===== src/rtl/apc_pkg.sv =====
// Package for the converter primary control block
package apc_pkg;
  // ---------------------------------------------------------------
  // Register map
  // ---------------------------------------------------------------
  localparam logic [3:0] APC_CTRL_OFS = 4'h0;
  localparam logic [3:0] APC_STAT_OFS = 4'h4;
  localparam logic [3:0] APC_MODE_OFS = 4'h8;
  localparam logic [15:0] APC_CTRL_RST = 16'h0000;
  localparam logic [15:0] APC_CTRL_WMASK = 16'hbff4;
  // ---------------------------------------------------------------
  // Field positions
  // ---------------------------------------------------------------
  localparam int APC_ON_BIT = 15;
  localparam int APC_IDLE_BIT = 13;
  localparam int APC_DMA_BUFFER_MODE_BIT = 12;
  localparam int APC_EXT_BIT = 11;
  localparam int APC_RES_BIT = 10;
  localparam int APC_TRIG_LO = 4;
  localparam int APC_AUTO_BIT = 2;
  // ---------------------------------------------------------------
  // Trigger codes
  // ---------------------------------------------------------------
  localparam logic [3:0] APC_TRG_SW = 4'h0;
  localparam logic [3:0] APC_TRG_EXT = 4'h1;
  localparam logic [3:0] APC_TRG_TMR3 = 4'h2;
  localparam logic [3:0] APC_TRG_CTMU = 4'h4;
  localparam logic [3:0] APC_TRG_T1 = 4'h5;
  localparam logic [3:0] APC_TRG_T1_SLP = 4'h6;
  localparam logic [3:0] APC_TRG_AUTO = 4'h7;
  localparam logic [7:0] APC_AUTO_CNT = 8'h0f;

  typedef enum logic [1:0] {
    APC_OFF = 2'b00,
    APC_RUN = 2'b01,
    APC_HALT = 2'b10
  } apc_state_t;

  typedef struct packed {
    logic on;
    logic idle_stop;
    logic dma_mode;
    logic ext_en;
    logic res12;
    logic [3:0] trig;
  } apc_cfg_t;
endpackage


===== src/rtl/apc_top.sv =====
// Converter primary control: register, run state and trigger selection
// Operation
// Converter runs while converter_on is set, otherwise it is off.
// With idle_stop set, conversion halts during Idle; else continues.
// dma_buffer_mode picks destination-register addressing over peripheral-indirect addressing.
// extended_buffer_enable turns the extended buffer features on or off.
// resolution_select chooses 12-bit when set, 10-bit when clear.
// trigger_source_select chooses the start source; 0101, 0110, 0111 defined.
// Code 0101 uses Timer1 but never triggers during Sleep.
// With the converter off, every trigger is ignored.
`timescale 1ns/1ps
`default_nettype none
module apc_top #(
  parameter int AUTO_W = 8
) (
  // Clock and reset
  input wire logic clk_i,
  input wire logic rst_i,
  input wire logic ce_i,
  // Wishbone slave
  input wire logic wb_cyc_i,
  input wire logic wb_stb_i,
  input wire logic wb_we_i,
  input wire logic [3:0] wb_adr_i,
  input wire logic [3:0] wb_sel_i,
  input wire logic [31:0] wb_dat_i,
  output logic [31:0] wb_dat_o,
  output logic wb_ack_o,
  // Power state and trigger sources
  input wire logic idle_i,
  input wire logic sleep_i,
  input wire logic sw_trig_i,
  input wire logic ext_trig_i,
  input wire logic tmr3_trig_i,
  input wire logic ctmu_trig_i,
  input wire logic tmr1_trig_i,
  // Converter controls
  output logic conv_enable_o,
  output logic conv_start_o,
  output logic res12_o,
  output logic dma_dest_mode_o,
  output logic ext_buf_en_o,
  output apc_pkg::apc_cfg_t cfg_o
);
  import apc_pkg::*;

  // Refuse interval counter widths the logic cannot serve
  if (AUTO_W < 8 || AUTO_W > 16) begin : g_bad_auto_w
    $error("AUTO_W out of range");
  end

  // ---------------------------------------------------------------
  // Register bus
  // ---------------------------------------------------------------
  logic [15:0] ctrl_r;
  logic [15:0] ctrl_nxt;
  logic [31:0] starts_r;
  apc_state_t state_r;
  apc_state_t state_nxt;
  logic [AUTO_W-1:0] auto_r;
  logic req;

  assign req = wb_cyc_i && wb_stb_i && !wb_ack_o;

  always_comb begin
    ctrl_nxt = ctrl_r;
    if (wb_sel_i[0]) begin
      ctrl_nxt[7:0] = (ctrl_r[7:0] & ~APC_CTRL_WMASK[7:0]) |
                      (wb_dat_i[7:0] & APC_CTRL_WMASK[7:0]);
    end
    if (wb_sel_i[1]) begin
      ctrl_nxt[15:8] = (ctrl_r[15:8] & ~APC_CTRL_WMASK[15:8]) |
                       (wb_dat_i[15:8] & APC_CTRL_WMASK[15:8]);
    end
  end

  always_ff @(posedge clk_i) begin
    if (rst_i) begin
      ctrl_r <= APC_CTRL_RST;
    end else if (ce_i && req && wb_we_i && wb_adr_i == APC_CTRL_OFS) begin
      ctrl_r <= ctrl_nxt;
    end
  end

  always_ff @(posedge clk_i) begin
    if (rst_i) begin
      wb_ack_o <= 1'b0;
      wb_dat_o <= 32'h0000_0000;
    end else if (ce_i) begin
      wb_ack_o <= req;
      if (req && !wb_we_i) begin
        if (wb_adr_i == APC_CTRL_OFS) begin
          wb_dat_o <= {16'h0000, ctrl_r};
        end else if (wb_adr_i == APC_STAT_OFS) begin
          wb_dat_o <= {30'h0000_0000, state_r};
        end else if (wb_adr_i == APC_MODE_OFS) begin
          wb_dat_o <= starts_r;
        end else begin
          wb_dat_o <= 32'h0000_0000;
        end
      end
    end
  end

  // ---------------------------------------------------------------
  // Run state
  // ---------------------------------------------------------------
  always_comb begin
    case (1'b1)
      !ctrl_r[APC_ON_BIT]: state_nxt = APC_OFF;
      idle_i && ctrl_r[APC_IDLE_BIT]: state_nxt = APC_HALT;
      default: state_nxt = APC_RUN;
    endcase
  end

  always_ff @(posedge clk_i) begin
    if (rst_i) begin
      state_r <= APC_OFF;
    end else if (ce_i) begin
      state_r <= state_nxt;
    end
  end

  // ---------------------------------------------------------------
  // Trigger selection
  // ---------------------------------------------------------------
  logic [3:0] trig_sel;
  logic trig_hit;
  logic auto_hit;
  logic start_ok;

  assign trig_sel = ctrl_r[APC_TRIG_LO +: 4];
  // Gate on the control bit too, so the cycle after switch-off cannot start
  assign start_ok = state_r == APC_RUN && ctrl_r[APC_ON_BIT];
  assign auto_hit = auto_r == AUTO_W'(APC_AUTO_CNT);

  always_comb begin
    case (trig_sel)
      APC_TRG_SW: trig_hit = sw_trig_i;
      APC_TRG_EXT: trig_hit = ext_trig_i;
      APC_TRG_TMR3: trig_hit = tmr3_trig_i;
      APC_TRG_CTMU: trig_hit = ctmu_trig_i;
      APC_TRG_T1: trig_hit = tmr1_trig_i && !sleep_i;
      APC_TRG_T1_SLP: trig_hit = tmr1_trig_i;
      APC_TRG_AUTO: trig_hit = auto_hit;
      default: trig_hit = 1'b0;
    endcase
  end

  // Auto-convert interval counter, cleared whenever it cannot fire
  always_ff @(posedge clk_i) begin
    if (rst_i) begin
      auto_r <= '0;
    end else if (ce_i) begin
      if (state_r != APC_RUN || trig_sel != APC_TRG_AUTO || auto_hit) begin
        auto_r <= '0;
      end else begin
        auto_r <= auto_r + 1'b1;
      end
    end
  end

  always_ff @(posedge clk_i) begin
    if (rst_i) begin
      conv_start_o <= 1'b0;
    end else if (ce_i) begin
      conv_start_o <= trig_hit && start_ok;
    end
  end

  // Start counter, readable over the bus
  always_ff @(posedge clk_i) begin
    if (rst_i) begin
      starts_r <= 32'h0000_0000;
    end else if (ce_i && trig_hit && start_ok) begin
      starts_r <= starts_r + 32'h0000_0001;
    end
  end

  // ---------------------------------------------------------------
  // Configuration outputs
  // ---------------------------------------------------------------
  always_ff @(posedge clk_i) begin
    if (rst_i) begin
      conv_enable_o <= 1'b0;
      res12_o <= 1'b0;
      dma_dest_mode_o <= 1'b0;
      ext_buf_en_o <= 1'b0;
      cfg_o <= '0;
    end else if (ce_i) begin
      conv_enable_o <= state_nxt == APC_RUN;
      res12_o <= ctrl_r[APC_RES_BIT];
      dma_dest_mode_o <= ctrl_r[APC_DMA_BUFFER_MODE_BIT];
      ext_buf_en_o <= ctrl_r[APC_EXT_BIT];
      cfg_o <= '{on: ctrl_r[APC_ON_BIT], idle_stop: ctrl_r[APC_IDLE_BIT],
                 dma_mode: ctrl_r[APC_DMA_BUFFER_MODE_BIT], ext_en: ctrl_r[APC_EXT_BIT],
                 res12: ctrl_r[APC_RES_BIT], trig: trig_sel};
    end
  end

  // ---------------------------------------------------------------
  // Checks
  // ---------------------------------------------------------------
  a_off_no_start: assert property (@(posedge clk_i) disable iff (rst_i)
    (ce_i && !ctrl_r[APC_ON_BIT]) |=> !conv_start_o)
    else $error("start while converter off");
  a_enable_follows_on: assert property (@(posedge clk_i) disable iff (rst_i)
    (ce_i && !ctrl_r[APC_ON_BIT]) |=> !conv_enable_o)
    else $error("enable while off");
  a_idle_halts: assert property (@(posedge clk_i) disable iff (rst_i)
    (ce_i && ctrl_r[APC_ON_BIT] && idle_i && ctrl_r[APC_IDLE_BIT]) |=> !conv_enable_o)
    else $error("not halted in idle");
  a_idle_runs: assert property (@(posedge clk_i) disable iff (rst_i)
    (ce_i && ctrl_r[APC_ON_BIT] && !ctrl_r[APC_IDLE_BIT]) |=> conv_enable_o)
    else $error("stopped without idle stop");
  a_dma_mode: assert property (@(posedge clk_i) disable iff (rst_i)
    ce_i |=> dma_dest_mode_o == $past(ctrl_r[APC_DMA_BUFFER_MODE_BIT]))
    else $error("buffer mode mismatch");
  a_ext_buf: assert property (@(posedge clk_i) disable iff (rst_i)
    ce_i |=> ext_buf_en_o == $past(ctrl_r[APC_EXT_BIT]))
    else $error("extended buffer mismatch");
  a_res_sel: assert property (@(posedge clk_i) disable iff (rst_i)
    ce_i |=> res12_o == $past(ctrl_r[APC_RES_BIT]))
    else $error("resolution mismatch");
  a_t1_sleep: assert property (@(posedge clk_i) disable iff (rst_i)
    (ce_i && trig_sel == APC_TRG_T1 && sleep_i) |=> !conv_start_o)
    else $error("timer1 fired in sleep");
  a_t1_slp_ok: assert property (@(posedge clk_i) disable iff (rst_i)
    (ce_i && start_ok && trig_sel == APC_TRG_T1_SLP && tmr1_trig_i)
    |=> conv_start_o)
    else $error("timer1 sleep trigger lost");

  // ---------------------------------------------------------------
  // Bus, state and trigger checks
  // ---------------------------------------------------------------
  a_ack_answer: assert property (@(posedge clk_i) disable iff (rst_i)
    (ce_i && req) |=> wb_ack_o)
    else $error("request not acknowledged");

  a_ack_single: assert property (@(posedge clk_i) disable iff (rst_i)
    (ce_i && wb_ack_o) |=> !wb_ack_o)
    else $error("acknowledge longer than one cycle");

  a_ctrl_write: assert property (@(posedge clk_i) disable iff (rst_i)
    (ce_i && req && wb_we_i && wb_adr_i == APC_CTRL_OFS && wb_sel_i[1:0] == 2'b11)
    |=> {16'h0000, ctrl_r} == ($past(wb_dat_i) & {16'h0000, APC_CTRL_WMASK}))
    else $error("control write lost");

  a_ctrl_hold: assert property (@(posedge clk_i) disable iff (rst_i)
    !(ce_i && req && wb_we_i && wb_adr_i == APC_CTRL_OFS) |=> $stable(ctrl_r))
    else $error("control changed without write");

  a_read_ctrl: assert property (@(posedge clk_i) disable iff (rst_i)
    (ce_i && req && !wb_we_i && wb_adr_i == APC_CTRL_OFS)
    |=> wb_dat_o == {16'h0000, $past(ctrl_r)})
    else $error("control read mismatch");

  a_read_state: assert property (@(posedge clk_i) disable iff (rst_i)
    (ce_i && req && !wb_we_i && wb_adr_i == APC_STAT_OFS)
    |=> wb_dat_o == {30'h0000_0000, $past(state_r)})
    else $error("status read mismatch");

  a_off_state: assert property (@(posedge clk_i) disable iff (rst_i)
    (ce_i && !ctrl_r[APC_ON_BIT]) |=> state_r == APC_OFF)
    else $error("state not off");

  a_halt_state: assert property (@(posedge clk_i) disable iff (rst_i)
    (ce_i && ctrl_r[APC_ON_BIT] && idle_i && ctrl_r[APC_IDLE_BIT]) |=> state_r == APC_HALT)
    else $error("state not halted in idle");

  a_halt_no_start: assert property (@(posedge clk_i) disable iff (rst_i)
    (ce_i && state_r == APC_HALT) |=> !conv_start_o)
    else $error("start while halted");

  a_ce_freeze: assert property (@(posedge clk_i) disable iff (rst_i)
    !ce_i |=> $stable(state_r) && $stable(ctrl_r) && $stable(conv_start_o))
    else $error("state moved while clock enable low");

  a_sw_start: assert property (@(posedge clk_i) disable iff (rst_i)
    (ce_i && start_ok && trig_sel == APC_TRG_SW && sw_trig_i) |=> conv_start_o)
    else $error("software trigger lost");

  a_ext_start: assert property (@(posedge clk_i) disable iff (rst_i)
    (ce_i && start_ok && trig_sel == APC_TRG_EXT && ext_trig_i) |=> conv_start_o)
    else $error("external trigger lost");

  a_tmr3_start: assert property (@(posedge clk_i) disable iff (rst_i)
    (ce_i && start_ok && trig_sel == APC_TRG_TMR3 && tmr3_trig_i) |=> conv_start_o)
    else $error("timer3 trigger lost");

  a_ctmu_start: assert property (@(posedge clk_i) disable iff (rst_i)
    (ce_i && start_ok && trig_sel == APC_TRG_CTMU && ctmu_trig_i) |=> conv_start_o)
    else $error("charge unit trigger lost");

  a_t1_start: assert property (@(posedge clk_i) disable iff (rst_i)
    (ce_i && start_ok && trig_sel == APC_TRG_T1 && tmr1_trig_i && !sleep_i)
    |=> conv_start_o)
    else $error("timer1 trigger lost while awake");

  a_auto_start: assert property (@(posedge clk_i) disable iff (rst_i)
    (ce_i && start_ok && trig_sel == APC_TRG_AUTO && auto_hit) |=> conv_start_o)
    else $error("auto conversion lost");

  a_unused_code: assert property (@(posedge clk_i) disable iff (rst_i)
    (ce_i && (trig_sel == 4'h3 || trig_sel[3])) |=> !conv_start_o)
    else $error("start from unused trigger code");

  a_start_count: assert property (@(posedge clk_i) disable iff (rst_i)
    (ce_i && start_ok && trig_hit) |=> starts_r == $past(starts_r) + 32'h0000_0001)
    else $error("start counter did not advance");

  a_cfg_copy: assert property (@(posedge clk_i) disable iff (rst_i)
    ce_i |=> cfg_o.on == $past(ctrl_r[APC_ON_BIT]) && cfg_o.trig == $past(trig_sel))
    else $error("configuration copy mismatch");
endmodule
`default_nettype wire


===== config.mk =====
export PLATFORM = sky130hd
export DESIGN_NAME = apc_top
export DESIGN_NICKNAME = d
export VERILOG_FILES = /design/src/rtl/apc_pkg.sv /design/src/rtl/apc_top.sv
export SDC_FILE = /design/constraint.sdc
export NUM_CORES = 1
export LEC_CHECK = 0
export ABC_AREA = 1
export BUFFER_PORTS_ARGS = -buffer_cell sky130_fd_sc_hd__buf_2
export CAP_MARGIN = 40
export CORE_MARGIN = 1
export CORE_UTILIZATION = 40
export DETAILED_ROUTE_END_ITERATION = 6
export PLACE_DENSITY = 0.69
export REMOVE_ABC_BUFFERS = 1
export SLEW_MARGIN = 30
export SYNTH_ARGS = -nofsm -noshare
export SYNTH_HDL_FRONTEND = slang
export SYNTH_SLANG_ARGS = --single-unit

===== constraint.sdc =====
create_clock -name clk_i -period 2.8 [get_ports clk_i]
set_input_delay 0.14 -clock clk_i [delete_from_list [all_inputs] [get_ports clk_i]]
set_output_delay 0.14 -clock clk_i [all_outputs]
set_load 0.03 [all_outputs]

### Yosys cells after proc, flatten, opt, wreduce, memory -nomap -nowiden

Cells that the tools add are included.

| storage, ports and cells | value |
|---|---|
| logic and storage cells | 61 |
| input port bits | 53 |
| output and inout bits | 47 |
| bits in registers | 102 |

| cells by class | value |
|---|---|
| mux-type cells | 7 |
| reduce and logical (&&, ||, !) cells | 22 |
| bitwise logic cells | 2 |
| eq/ne operators | 13 |
| $add $sub $neg | 2 |

Operator list:

| kind | number |
|---|---|
| two-way mux 32 bit | 3 |
| adder 32 x 1 -> 32 bit, second input constant | 1 |
| equality test 4 x 3 -> 1 bit, second input constant | 5 |
| logical AND 1 bit | 12 |
| adder 8 x 1 -> 8 bit, second input constant | 1 |
| equality test 8 x 4 -> 1 bit, second input constant | 1 |
| logical NOT 4 bit | 2 |
| two-way mux 8 bit | 1 |
| OR 4 x 8 -> 8 bit | 1 |
| OR 7 x 8 -> 8 bit | 1 |
| one-hot mux 1 bit (7 select lines) | 1 |
| AND reduction 2 bit | 3 |
| equality test 2 x 1 -> 1 bit, second input constant | 2 |
| equality test 4 x 1 -> 1 bit, second input constant | 1 |
| equality test 4 x 2 -> 1 bit, second input constant | 1 |
| equality test 4 bit, second input constant | 1 |
| two-way mux 2 bit | 2 |
| != test 4 x 3 -> 1 bit, second input constant | 1 |
| logical NOT 1 bit | 3 |
| logical OR 1 bit | 2 |
| != test 2 x 1 -> 1 bit, second input constant | 1 |

### Logic depth before layout (Yosys ltp)

Gate-level depths: netlist of run 1.

| depth | value |
|---|---|
| depth in word-level cells | 6 |
| mapped depth | 11 |
| mapped depth without buffers | 11 |

### Worst setup path before layout of run 1

No wires, ideal clock.

| timing | value |
|---|---|
| path type | flip-flop to flip-flop |
| start point | register conv_enable_o (netlist name) |
| end point | register starts_r[21] |
| clock period less this slack | 1.527 ns |
| cell stages (with the launch flop) | 8 |
| data required time | 2.671 ns |
| path buffers | 2 |
| arrival time | 1.398 ns |
| path slack | 1.273 ns |
| setup time | 0.129 ns |
| path through | dfxtp_1 -> inv_1 -> nor3_2 -> buf_2 -> buf_2 -> nand4_1 -> nand2_1 -> nor2_1 |

RTL lines:

| element | RTL line | text |
|---|---|---|
| end signal: assignment | apc_top.sv:176 | `starts_r <= starts_r + 32'h0000_0001;` |
| end: declaration | apc_top.sv:57 | `logic [31:0] starts_r;` |

### Worst setup path after layout of run 1

| timing | value |
|---|---|
| start point | register auto_r[0] |
| end point | register starts_r[6] |

| between the ends | value |
|---|---|
| word-level cells in the longest chain between the ends | 4 |

Ends and longest elaborated chain:

| element | RTL line | text |
|---|---|---|
| start: declaration | apc_top.sv:60 | `logic [AUTO_W-1:0] auto_r;` |
| start signal: assignment | apc_top.sv:158 | `auto_r <= auto_r + 1'b1;` |
| equality test 8 x 4 -> 1 bit | apc_top.sv:135 | `assign auto_hit = auto_r == AUTO_W'(APC_AUTO_CNT);` |
| one-hot mux 1 bit (7 select lines) | apc_top.sv:138 | `case (trig_sel)` |
| logical AND 1 bit (2 in series) | apc_top.sv:175 | `end else if (ce_i && trig_hit && start_ok) begin` |

No other way between the ends.
A chain may end at the register's enable or synchronous reset.

==> flow_metrics.py, run 1 <==
metrics = {
    "logic_synthesis": {
        "synth_edf_count": 0,
        "synth_most_common_cell": "nand2_1",
        "synth_top_area_share_pct": 40.6,
        "synth_flop_cell": "dfxtp_1",
        "synthesis.area_um2": 4780,
        "ys_top_cells_by_count": "191 x nand2_1, 111 x nor2_1, 97 x dfxtp_1",
        "synth_cell_types": 33,
        "async_flop_share_pct": 0,
        "synth_seq_area_share_pct": 40.6,
        "syn_area_per_cell_um2": 6.65,
        "netlist_instances": 719,
        "ys.warnings.count": 0,
        "synthTopCellsByArea": "dfxtp_1 41%, nand2_1 15%, nor2_1 8.7%",
        "yosys.area.top_type": "dfxtp_1",
        "ys_ff_latch": 97,
    },
    "critical_path": {
        "cp.arrival_ns": 2.21,
        "worst-setup-path-type": "reg2reg",
        "r2r-end": "starts_r[6]",
        "ff2ff_path_depth": 9,
        "r2r_start": "auto_r[0]",
        "end_kind": "flip-flop",
        "critPathMaxFanout": 48,
        "r2r_setup_slack_ns": 0.80,
        "worst_setup_path_start_kind": "flip-flop",
        "required_ns": 3.02,
    },
    "global_routing": {
        "grt_pass1_vias": 4178,
        "grt_max_degree": 49,
        "grt_pass1_wl_mm": 19.5,
        "antenna_found_initial": 0,
        "gr-total-overflow": 0,
        "grt_use_total_pct": 19.4,
    },
    "route": {
        "routed_via_density": 4.89,
        "drt_first_pass_iters": 7,
        "drt_iter0_markers": 228,
        "drt_wl_total_mm": 11.3,
        "detail_route.wl_per_cell_um": 12.1,
        "drt.antenna.violating_nets": 0,
        "drc": 5,
        "num_vias": 4540,
    },
    "worst_hold_path": {
        "hold_end": "ctrl_r[10]",
        "min_from": "wb_dat_i[10]",
        "min-delay-path-class": "in2reg",
        "hold_depth": 3,
    },
    "clocking": {
        "htree_num_levels": 3,
        "cts_tree": "yes",
        "cts_setup_buffers": 0,
        "root_buffer": "clkbuf_16",
        "insertion_delay_ns": 0.35,
        "cts_buffer_depth": 2,
        "cts_resized": 0,
        "clk_pin_slew_ns": 0.07,
        "cts_num_sinks": 97,
        "hold_buffers": 0,
        "cts_inserted_buffers": 9,
    },
    "sta": {
        "max_freq_mhz": 500,
        "finClkSkew_ns": 0.00892,
        "final-hold-violation-count": 0,
        "finalSetupViolCount": 0,
        "drv_slew": 0,
        "rsz0062_at_grt": "false",
        "slew_headroom_pct": 61.2,
        "worst_pin_slew_ns": 0.578,
        "fin_crit_sh_pct": 71.4,
        "finalCriticalPeriod_ns": 2.00,
        "hold_ws_ns": 0.0355,
        "fin_setup_tns_ns": 0,
    },
    "cells_and_area": {
        "diodes": 0,
        "nets": 836,
        "drive_gt1_share_pct": 16.7,
        "area_growth_pct": 16.4,
        "final_core_util_pct": 48.3,
    },
    "status": {
        "status": "finished with violations",
        "failed_checks": "design-rule violations",
    },
    "die": {
        "core.rowCount": 39,
        "core_um2": 11500,
        "start_util_pct": 41.5,
        "die-area_um2": 12400,
        "die-height_um": 111,
        "io_pins": 100,
        "die_w_um": 111,
    },
    "placed_design": {
        "io_buffers": 77,
        "gp_congestion": 0.836,
        "dpl.hpwl_mm": 7.93,
    },
    "power": {
        "clock_power_share_pct": 47.2,
        "seqPwrFrac_pct": 48.0,
        "peakVddDrop_v": 0.000247,
        "p_sw_uw": 670,
        "combPwrFrac_pct": 4.8,
        "leakage_uw": 0.00230,
        "p_int_uw": 2230,
        "power.density_nw_per_um2": 521,
        "finalPower_uw": 2900,
        "p_sw_share_pct": 23.1,
    },
    "flow_run": {
        "maxCapViolCount": 0,
    },
}
registers in the layout, summed over array words and instances (netlist names):
name,count
starts_r,32
wb_dat_o,32
ctrl_r,12
cfg_o,9
auto_r,8
conv_enable_o,1
conv_start_o,1
state_r,1
wb_ack_o,1
critical path: stages, from the launching register on:
cell,delay (ns)
dfxtp_1,0.36
ha_1,0.20
nand3_1,0.11
nor2_1,0.22
a21oi_1,0.11
nand3_2,0.06
buf_4,0.41
nand3_2,0.22
nand2_1,0.11
a21oi_1,0.07
worst max-delay path by stage:
| stage | startpoint | end | slack, ns | cells past startpoint |
|---|---|---|---|---|
| after floorplan | conv_enable_o | starts_r[1] | 0.11 | 5 |
| after global placement | auto_r[0] | starts_r[2] | 0.90 | 9 |
| after detailed placement | auto_r[0] | starts_r[6] | 0.89 | 9 |
| after CTS | auto_r[0] | starts_r[6] | 0.79 | 9 |
| after global routing | auto_r[0] | starts_r[0] | 0.54 | 9 |
| final | auto_r[0] | starts_r[6] | 0.80 | 9 |
stage by stage:
step | instances | area, µm² | setup slack (ns)
2_1_floorplan | 685 | 4600 | 0.112
3_3_place_gp | 913 | 5230 | 0.897
3_5_place_dp | 913 | 5230 | 0.894
4_1_cts | 929 | 5560 | 0.788
5_1_grt | 929 | 5560 | 0.541
6_report | 929 | 5560 | 0.800
final cells by class:
cell class | count | area [µm²]
fillers | 1198 | 5960
multi-input cells | 506 | 2350
flip-flops and latches | 97 | 1940
repair buffers | 85 | 445
inverters | 82 | 308
clock buffers | 9 | 225
well taps | 143 | 179
clock inverters | 7 | 106
metal layers:
metal | track usage [%] | share of wire, % | vias to the layer above
li1 | - | - | 2433
met1 | 25.3 | 50 | 1997
met2 | 31.2 | 44 | 89
met3 | 3.44 | 3.7 | 21
met4 | 8.83 | 2.6 | 0
met5 | 0 | 0 | -
cell usage in the layout (no fill, tap or decap), types with 2 or more instances in the layout:
master / count
a22oi_1: 3
nor2_1: 111
nand3_2: 4
nand2_2: 3
a31oi_1: 9
nand3b_1: 2
inv_6: 3
inv_2: 7
a21oi_1: 48
buf_4: 8
nand4_1: 27
xor2_1: 4
ha_1: 2
buf_2: 77
nand2_1: 191
nor2_4: 5
nor2_2: 7
o21ai_0: 22
nor3b_1: 2
bufinv_16: 2
dfxtp_1: 97
inv_1: 74
o22ai_1: 2
nand3_1: 48
nor3_1: 9
clkbuf_16: 9
cells by family (layout without fill, tap and decap cells):
family                     count (synthesis)  count (layout)  share of synthesized area [%]
AOI/OAI and AO/OA                         84              84                           9.24
xor gates and xnor gates                   5               5                          0.916
buffers and inverters                    116             183                           10.2
DFF                                       97              97                           40.6
adders and majority gates                  2               2                          0.524
and+or+nand+nor                          415             415                           38.5
power by group through the flow:
| stage | Combinational [µW] | Clock (µW) | Sequential (µW) |
|---|---|---|---|
| after global placement | 139 | 0 | 1420 |
| after CTS | 140 | 1390 | 1390 |
| after detailed placement | 140 | 0 | 1420 |
| after global routing | 155 | 1450 | 1390 |
| final | 139 | 1370 | 1390 |
| after floorplan | 49.4 | 0 | 1440 |
Note: power is estimated with default switching activity, not from simulation.
==> run 2, diff against run 1 <==
--- a/config.mk
+++ b/config.mk
@@ -11,7 +11,7 @@
 export CORE_MARGIN = 1
 export CORE_UTILIZATION = 40
 export DETAILED_ROUTE_END_ITERATION = 6
-export PLACE_DENSITY = 0.69
+export PLACE_DENSITY = 0.72
 export REMOVE_ABC_BUFFERS = 1
 export SLEW_MARGIN = 30
 export SYNTH_ARGS = -nofsm -noshare
==> constraint.sdc (replaced) <==
create_clock -name clk_i -period 1.8 [get_ports clk_i]
set_input_delay 0.09 -clock clk_i [delete_from_list [all_inputs] [get_ports clk_i]]
set_output_delay 0.09 -clock clk_i [all_outputs]
set_load 0.03 [all_outputs]
==> flow_metrics.py, run 2 (synthesized netlist as in run 1, its figures left out) <==
metrics = {
    "status": {
        "status": "finished with violations",
        "failed_checks": "design-rule violations",
    },
    "sta": {
        "rsz0062_at_grt": "true",
        "fin_setup_tns_ns": 0,
        "finalCriticalPeriod_ns": 1.68,
        "worst_pin_slew_ns": 0.476,
        "max_freq_mhz": 597,
        "fin_crit_sh_pct": 93.1,
        "slew_headroom_pct": 68.2,
        "final-hold-violation-count": 0,
        "drv_slew": 0,
        "finClkSkew_ns": 0.00988,
        "finalSetupViolCount": 0,
    },
    "route": {
        "detail_route.wl_per_cell_um": 12.5,
        "num_vias": 4674,
        "drt_iter0_markers": 235,
        "routed_via_density": 4.95,
        "drt_wl_total_mm": 11.8,
        "drt.antenna.violating_nets": 0,
        "drt_first_pass_iters": 7,
        "drc": 4,
    },
    "global_routing": {
        "antenna_found_initial": 0,
        "gr-total-overflow": 0,
        "grt_pass1_wl_mm": 20.1,
        "grt_max_degree": 49,
        "grt_pass1_vias": 4294,
        "grt_use_total_pct": 19.9,
    },
    "die": {
        "die-height_um": 111,
        "die-area_um2": 12400,
        "core.rowCount": 39,
        "die_w_um": 111,
        "start_util_pct": 41.5,
        "io_pins": 100,
        "core_um2": 11500,
    },
    "critical_path": {
        "end_kind": "flip-flop",
        "critPathMaxFanout": 6,
        "ff2ff_path_depth": 11,
        "required_ns": 2.09,
        "cp.arrival_ns": 1.97,
        "worst_setup_path_start_kind": "flip-flop",
        "r2r-end": "starts_r[1]",
        "worst-setup-path-type": "reg2reg",
        "r2r_start": "ctrl_r[5]",
        "r2r_setup_slack_ns": 0.12,
        "critPathLaunch": "ctrl_r[5]",
    },
    "worst_hold_path": {
        "hold_depth": 3,
        "min_from": "wb_dat_i[13]",
        "hold_end": "ctrl_r[13]",
        "min-delay-path-class": "in2reg",
    },
    "cells_and_area": {
        "final_cell_mix": "191 x nand2_1, 109 x nor2_1, 97 x dfxtp_1, 77 x buf_2, 75 x inv_1",
        "final_cells": 944,
        "fill_cells": 1179,
        "nets": 851,
        "area_growth_pct": 20.4,
        "design_area_um2": 5750,
        "final_core_util_pct": 50.0,
        "diodes": 0,
        "reg_top3": "starts_r x32, wb_dat_o x32, ctrl_r x12",
        "drive_gt1_share_pct": 18.4,
        "final_common_cell": "nand2_1",
        "multi_input_area_um2": 2380,
        "seqCellArea_um2": 1940,
    },
    "clocking": {
        "root_buffer": "clkbuf_16",
        "cts_inserted_buffers": 9,
        "cts_tree": "yes",
        "cts_num_sinks": 97,
        "insertion_delay_ns": 0.35,
        "htree_num_levels": 3,
        "cts_buffer_depth": 2,
        "clk_pin_slew_ns": 0.07,
    },
    "placed_design": {
        "dpl-instance-area_um2": 5330,
        "io_buffers": 77,
        "dp.cells": 922,
        "gp_congestion": 0.881,
        "dpl.hpwl_mm": 8.28,
    },
    "power": {
        "finalPower_uw": 4510,
        "leakage_uw": 0.00238,
        "power.density_nw_per_um2": 783,
        "peakVddDrop_v": 0.000369,
    },
    "flow_run": {
        "maxCapViolCount": 0,
    },
}
-- run 2: final cells by class --
type / instances / share of cell area [%]
timing repair buffer: 100 / 10.8
multi-input combinational: 506 / 41.3
tap: 143 / 3.11
sequential: 97 / 33.8
inverter: 82 / 5.35
clock buffer: 9 / 3.91
clock inverter: 7 / 1.74
-- run 2: how the worst max path moves through the flow --
stage | depth (start not counted) | slack (ns) | end
2_1_floorplan | 5 | -0.89 | starts_r[1]
3_3_place_gp | 9 | 0.16 | starts_r[4]
3_5_place_dp | 9 | 0.14 | starts_r[28]
4_1_cts | 9 | 0.11 | starts_r[28]
5_1_grt | 10 | -0.03 | starts_r[16]
6_report | 11 | 0.12 | starts_r[1]
-- run 2: per-layer routing --
| layer | global-route usage [%] | routed length [µm] | up-vias |
|---|---|---|---|
| met5 | 0 | 0 | - |
| met4 | 8.02 | 178 | 0 |
| met3 | 3.50 | 553 | 14 |
| met2 | 32.4 | 5470 | 98 |
| met1 | 25.9 | 5560 | 2114 |
| li1 | - | - | 2448 |
-- run 2: worst max-delay path: stages, from the launching register on --
cell	delay [ns]
dfxtp_1	0.44
inv_2	0.07
nor2_1	0.17
nand2_1	0.09
nand3_1	0.09
nand2_1	0.08
nand3_4	0.16
buf_4	0.13
nand3_2	0.12
nand2_1	0.12
nand2_1	0.06
nor2_1	0.08
-- run 2: where the power goes --
part | switching [µW] | internal (µW) | total, µW
clock network | 865 | 1230 | 2090
logic | 159 | 88.8 | 247
registers | 7.17 | 2160 | 2160
total | 1030 | 3480 | 4510
-- run 2: timing repair --
action,in CTS,in global routing
buffers inserted,0,2
setup endpoints to repair,0,32
hold buffers,3,0
gates resized for setup,0,6
endpoints found under the hold margin,2,0
-- run 2: stage by stage --
stage | worst slack (ns) | hold WS (ns)
floorplan | -0.888 | 0.157
global placement | 0.164 | 0.352
detailed placement | 0.139 | 0.354
CTS | 0.114 | 0.000543
global route | -0.0264 | 0.0170
finish | 0.125 | 0.00955
==> run 3, diff against run 2 <==
--- a/config.mk
+++ b/config.mk
@@ -11,7 +11,7 @@
 export CORE_MARGIN = 1
 export CORE_UTILIZATION = 40
 export DETAILED_ROUTE_END_ITERATION = 6
-export PLACE_DENSITY = 0.72
+export PLACE_DENSITY = 0.69
 export REMOVE_ABC_BUFFERS = 1
 export SLEW_MARGIN = 30
 export SYNTH_ARGS = -nofsm -noshare
==> constraint.sdc (replaced) <==
create_clock -name clk_i -period 2 [get_ports clk_i]
set_input_delay 0.1 -clock clk_i [delete_from_list [all_inputs] [get_ports clk_i]]
set_output_delay 0.1 -clock clk_i [all_outputs]
set_load 0.03 [all_outputs]
==> flow_metrics.py, run 3 (synthesized netlist as in run 1, its figures left out) <==
metrics = {
    "global_routing": {
        "grt_use_total_pct": 19.1,
        "antenna_found_initial": 0,
        "grt_pass1_wl_mm": 19.2,
        "gr-total-overflow": 0,
        "grt_max_degree": 49,
        "grt_pass1_vias": 4141,
    },
    "critical_path": {
        "critPathMaxFanout": 48,
        "r2r_start": "auto_r[0]",
        "slowest_stage": "dfxtp_1",
        "worst-setup-path-type": "reg2reg",
        "worst_setup_path_start_kind": "flip-flop",
        "critical_path.max_stage_delay_ns": 0.36,
        "r2r-end": "starts_r[2]",
        "path_cells": "ha_1 > nand3_1 > nor2_1 > a21oi_1 > nand3_2 > buf_12 > nand3_2 > nand2_1 > a21oi_1",
        "cp.arrival_ns": 1.92,
        "required_ns": 2.21,
        "r2r_setup_slack_ns": 0.29,
        "ff2ff_path_depth": 9,
        "end_kind": "flip-flop",
    },
    "die": {
        "die-area_um2": 12400,
        "start_util_pct": 41.5,
        "die-height_um": 111,
        "core.rowCount": 39,
        "io_pins": 100,
        "die_w_um": 111,
        "core_um2": 11500,
    },
    "power": {
        "p_sw_share_pct": 23.5,
        "peakVddDrop_v": 0.000504,
        "power.density_nw_per_um2": 701,
        "clock_power_share_pct": 45.0,
        "combPwrFrac_pct": 5.2,
        "p_sw_uw": 920,
        "seqPwrFrac_pct": 49.7,
        "leakage_uw": 0.00230,
        "p_int_uw": 3000,
    },
    "worst_hold_path": {
        "min_from": "wb_dat_i[8]",
        "hold_end": "ctrl_r[8]",
        "hold_depth": 3,
        "min-delay-path-class": "in2reg",
    },
    "cells_and_area": {
        "drive_gt1_share_pct": 16.6,
        "final_common_cell": "nand2_1",
        "reg_top3": "starts_r x32, wb_dat_o x32, ctrl_r x12",
        "final_cell_mix": "191 x nand2_1, 111 x nor2_1, 97 x dfxtp_1, 77 x buf_2, 75 x inv_1",
        "nets": 838,
        "design_area_um2": 5580,
        "diodes": 0,
        "final_core_util_pct": 48.5,
        "area_growth_pct": 16.9,
        "fill_cells": 1174,
    },
    "route": {
        "routed_via_density": 4.86,
        "num_vias": 4526,
        "drt_wl_total_mm": 11.3,
        "drt_iter0_markers": 205,
        "drt.antenna.violating_nets": 0,
        "drc": 6,
        "drt_first_pass_iters": 7,
        "detail_route.wl_per_cell_um": 12.1,
    },
    "sta": {
        "final-hold-violation-count": 0,
        "worst_pin_slew_ns": 0.520,
        "finClkSkew_ns": 0.00909,
        "slew_headroom_pct": 65.3,
        "finalSetupViolCount": 0,
        "drv_slew": 0,
        "fin_crit_sh_pct": 85.7,
        "finalCriticalPeriod_ns": 1.71,
        "setup_ws_ns": 0.286,
        "rsz0062_at_grt": "false",
        "max_freq_mhz": 583,
    },
    "clocking": {
        "cts_setup_buffers": 0,
        "cts_inserted_buffers": 9,
        "clk_pin_slew_ns": 0.07,
        "root_buffer": "clkbuf_16",
        "hold_buffers": 0,
        "cts_num_sinks": 97,
        "cts_resized": 0,
        "cts_tree": "yes",
        "htree_num_levels": 3,
        "insertion_delay_ns": 0.34,
        "cts_buffer_depth": 2,
    },
    "placed_design": {
        "dpl.hpwl_mm": 8.05,
        "gp_congestion": 0.871,
        "dpl-instance-area_um2": 5280,
        "dp_slack_ns": 0.329,
        "io_buffers": 77,
    },
    "status": {
        "failed_checks": "design-rule violations",
        "status": "finished with violations",
    },
    "flow_run": {
        "maxCapViolCount": 0,
    },
}
[run 3: worst max-delay path, delay by kind of cell (launching register included)]
kind	cells	cell delay (ns)
AO/OA/AOI/OAI	2	0.17
adder cells (fa/ha/maj)	1	0.19
buffers and inverters	1	0.22
flip-flops	1	0.36
AND/OR/NAND/NOR	5	0.63
[run 3: per-stage QoR]
step / hold WS (ns) / std cells / total power [µW] / setup TNS, ns
after global routing: 0.0297 / 931 / 4080 / 0
final: 0.0132 / 931 / 3920 / 0
after global placement: 0.370 / 915 / 2200 / 0
after floorplan: 0.167 / 685 / 2080 / -19.14
after CTS: 0.00121 / 931 / 3960 / 0
after detailed placement: 0.364 / 915 / 2200 / 0
[run 3: how the worst max path moves through the flow]
stage / from / to / slack (ns) / cells past startpoint
global route: auto_r[0] / starts_r[2] / 0.03 / 9
finish: auto_r[0] / starts_r[2] / 0.29 / 9
detailed placement: auto_r[0] / starts_r[2] / 0.33 / 9
CTS: auto_r[0] / starts_r[2] / 0.29 / 9
global placement: auto_r[0] / starts_r[2] / 0.33 / 9
floorplan: conv_enable_o / starts_r[1] / -0.69 / 5
[run 3: metal layers]
| metal | wire length (µm) | GRT usage [%] | share of wire [%] |
|---|---|---|---|
| met1 | 5530 | 25.3 | 49 |
| met2 | 5100 | 31.0 | 45 |
| met3 | 502 | 3.55 | 4.4 |
| met4 | 159 | 6.22 | 1.4 |
| met5 | 0 | 0 | 0 |
[run 3: layout make-up]
| type | count | area [µm²] | share of cell area [%] |
|---|---|---|---|
| sequential | 97 | 1940 | 34.8 |
| clock buffer | 10 | 229 | 4.10 |
| tap | 143 | 179 | 3.20 |
| timing repair buffer | 87 | 498 | 8.92 |
| inverter | 82 | 308 | 5.51 |
| multi-input combinational | 506 | 2350 | 42.2 |
| clock inverter | 6 | 73.8 | 1.32 |
[run 3: power by group through the flow]
stage	logic (µW)	registers [µW]	clock network (µW)
2_1_floorplan	69.2	2020	0
3_3_place_gp	206	1990	0
3_5_place_dp	207	1990	0
4_1_cts	207	1950	1810
5_1_grt	226	1950	1900
6_report	205	1950	1760
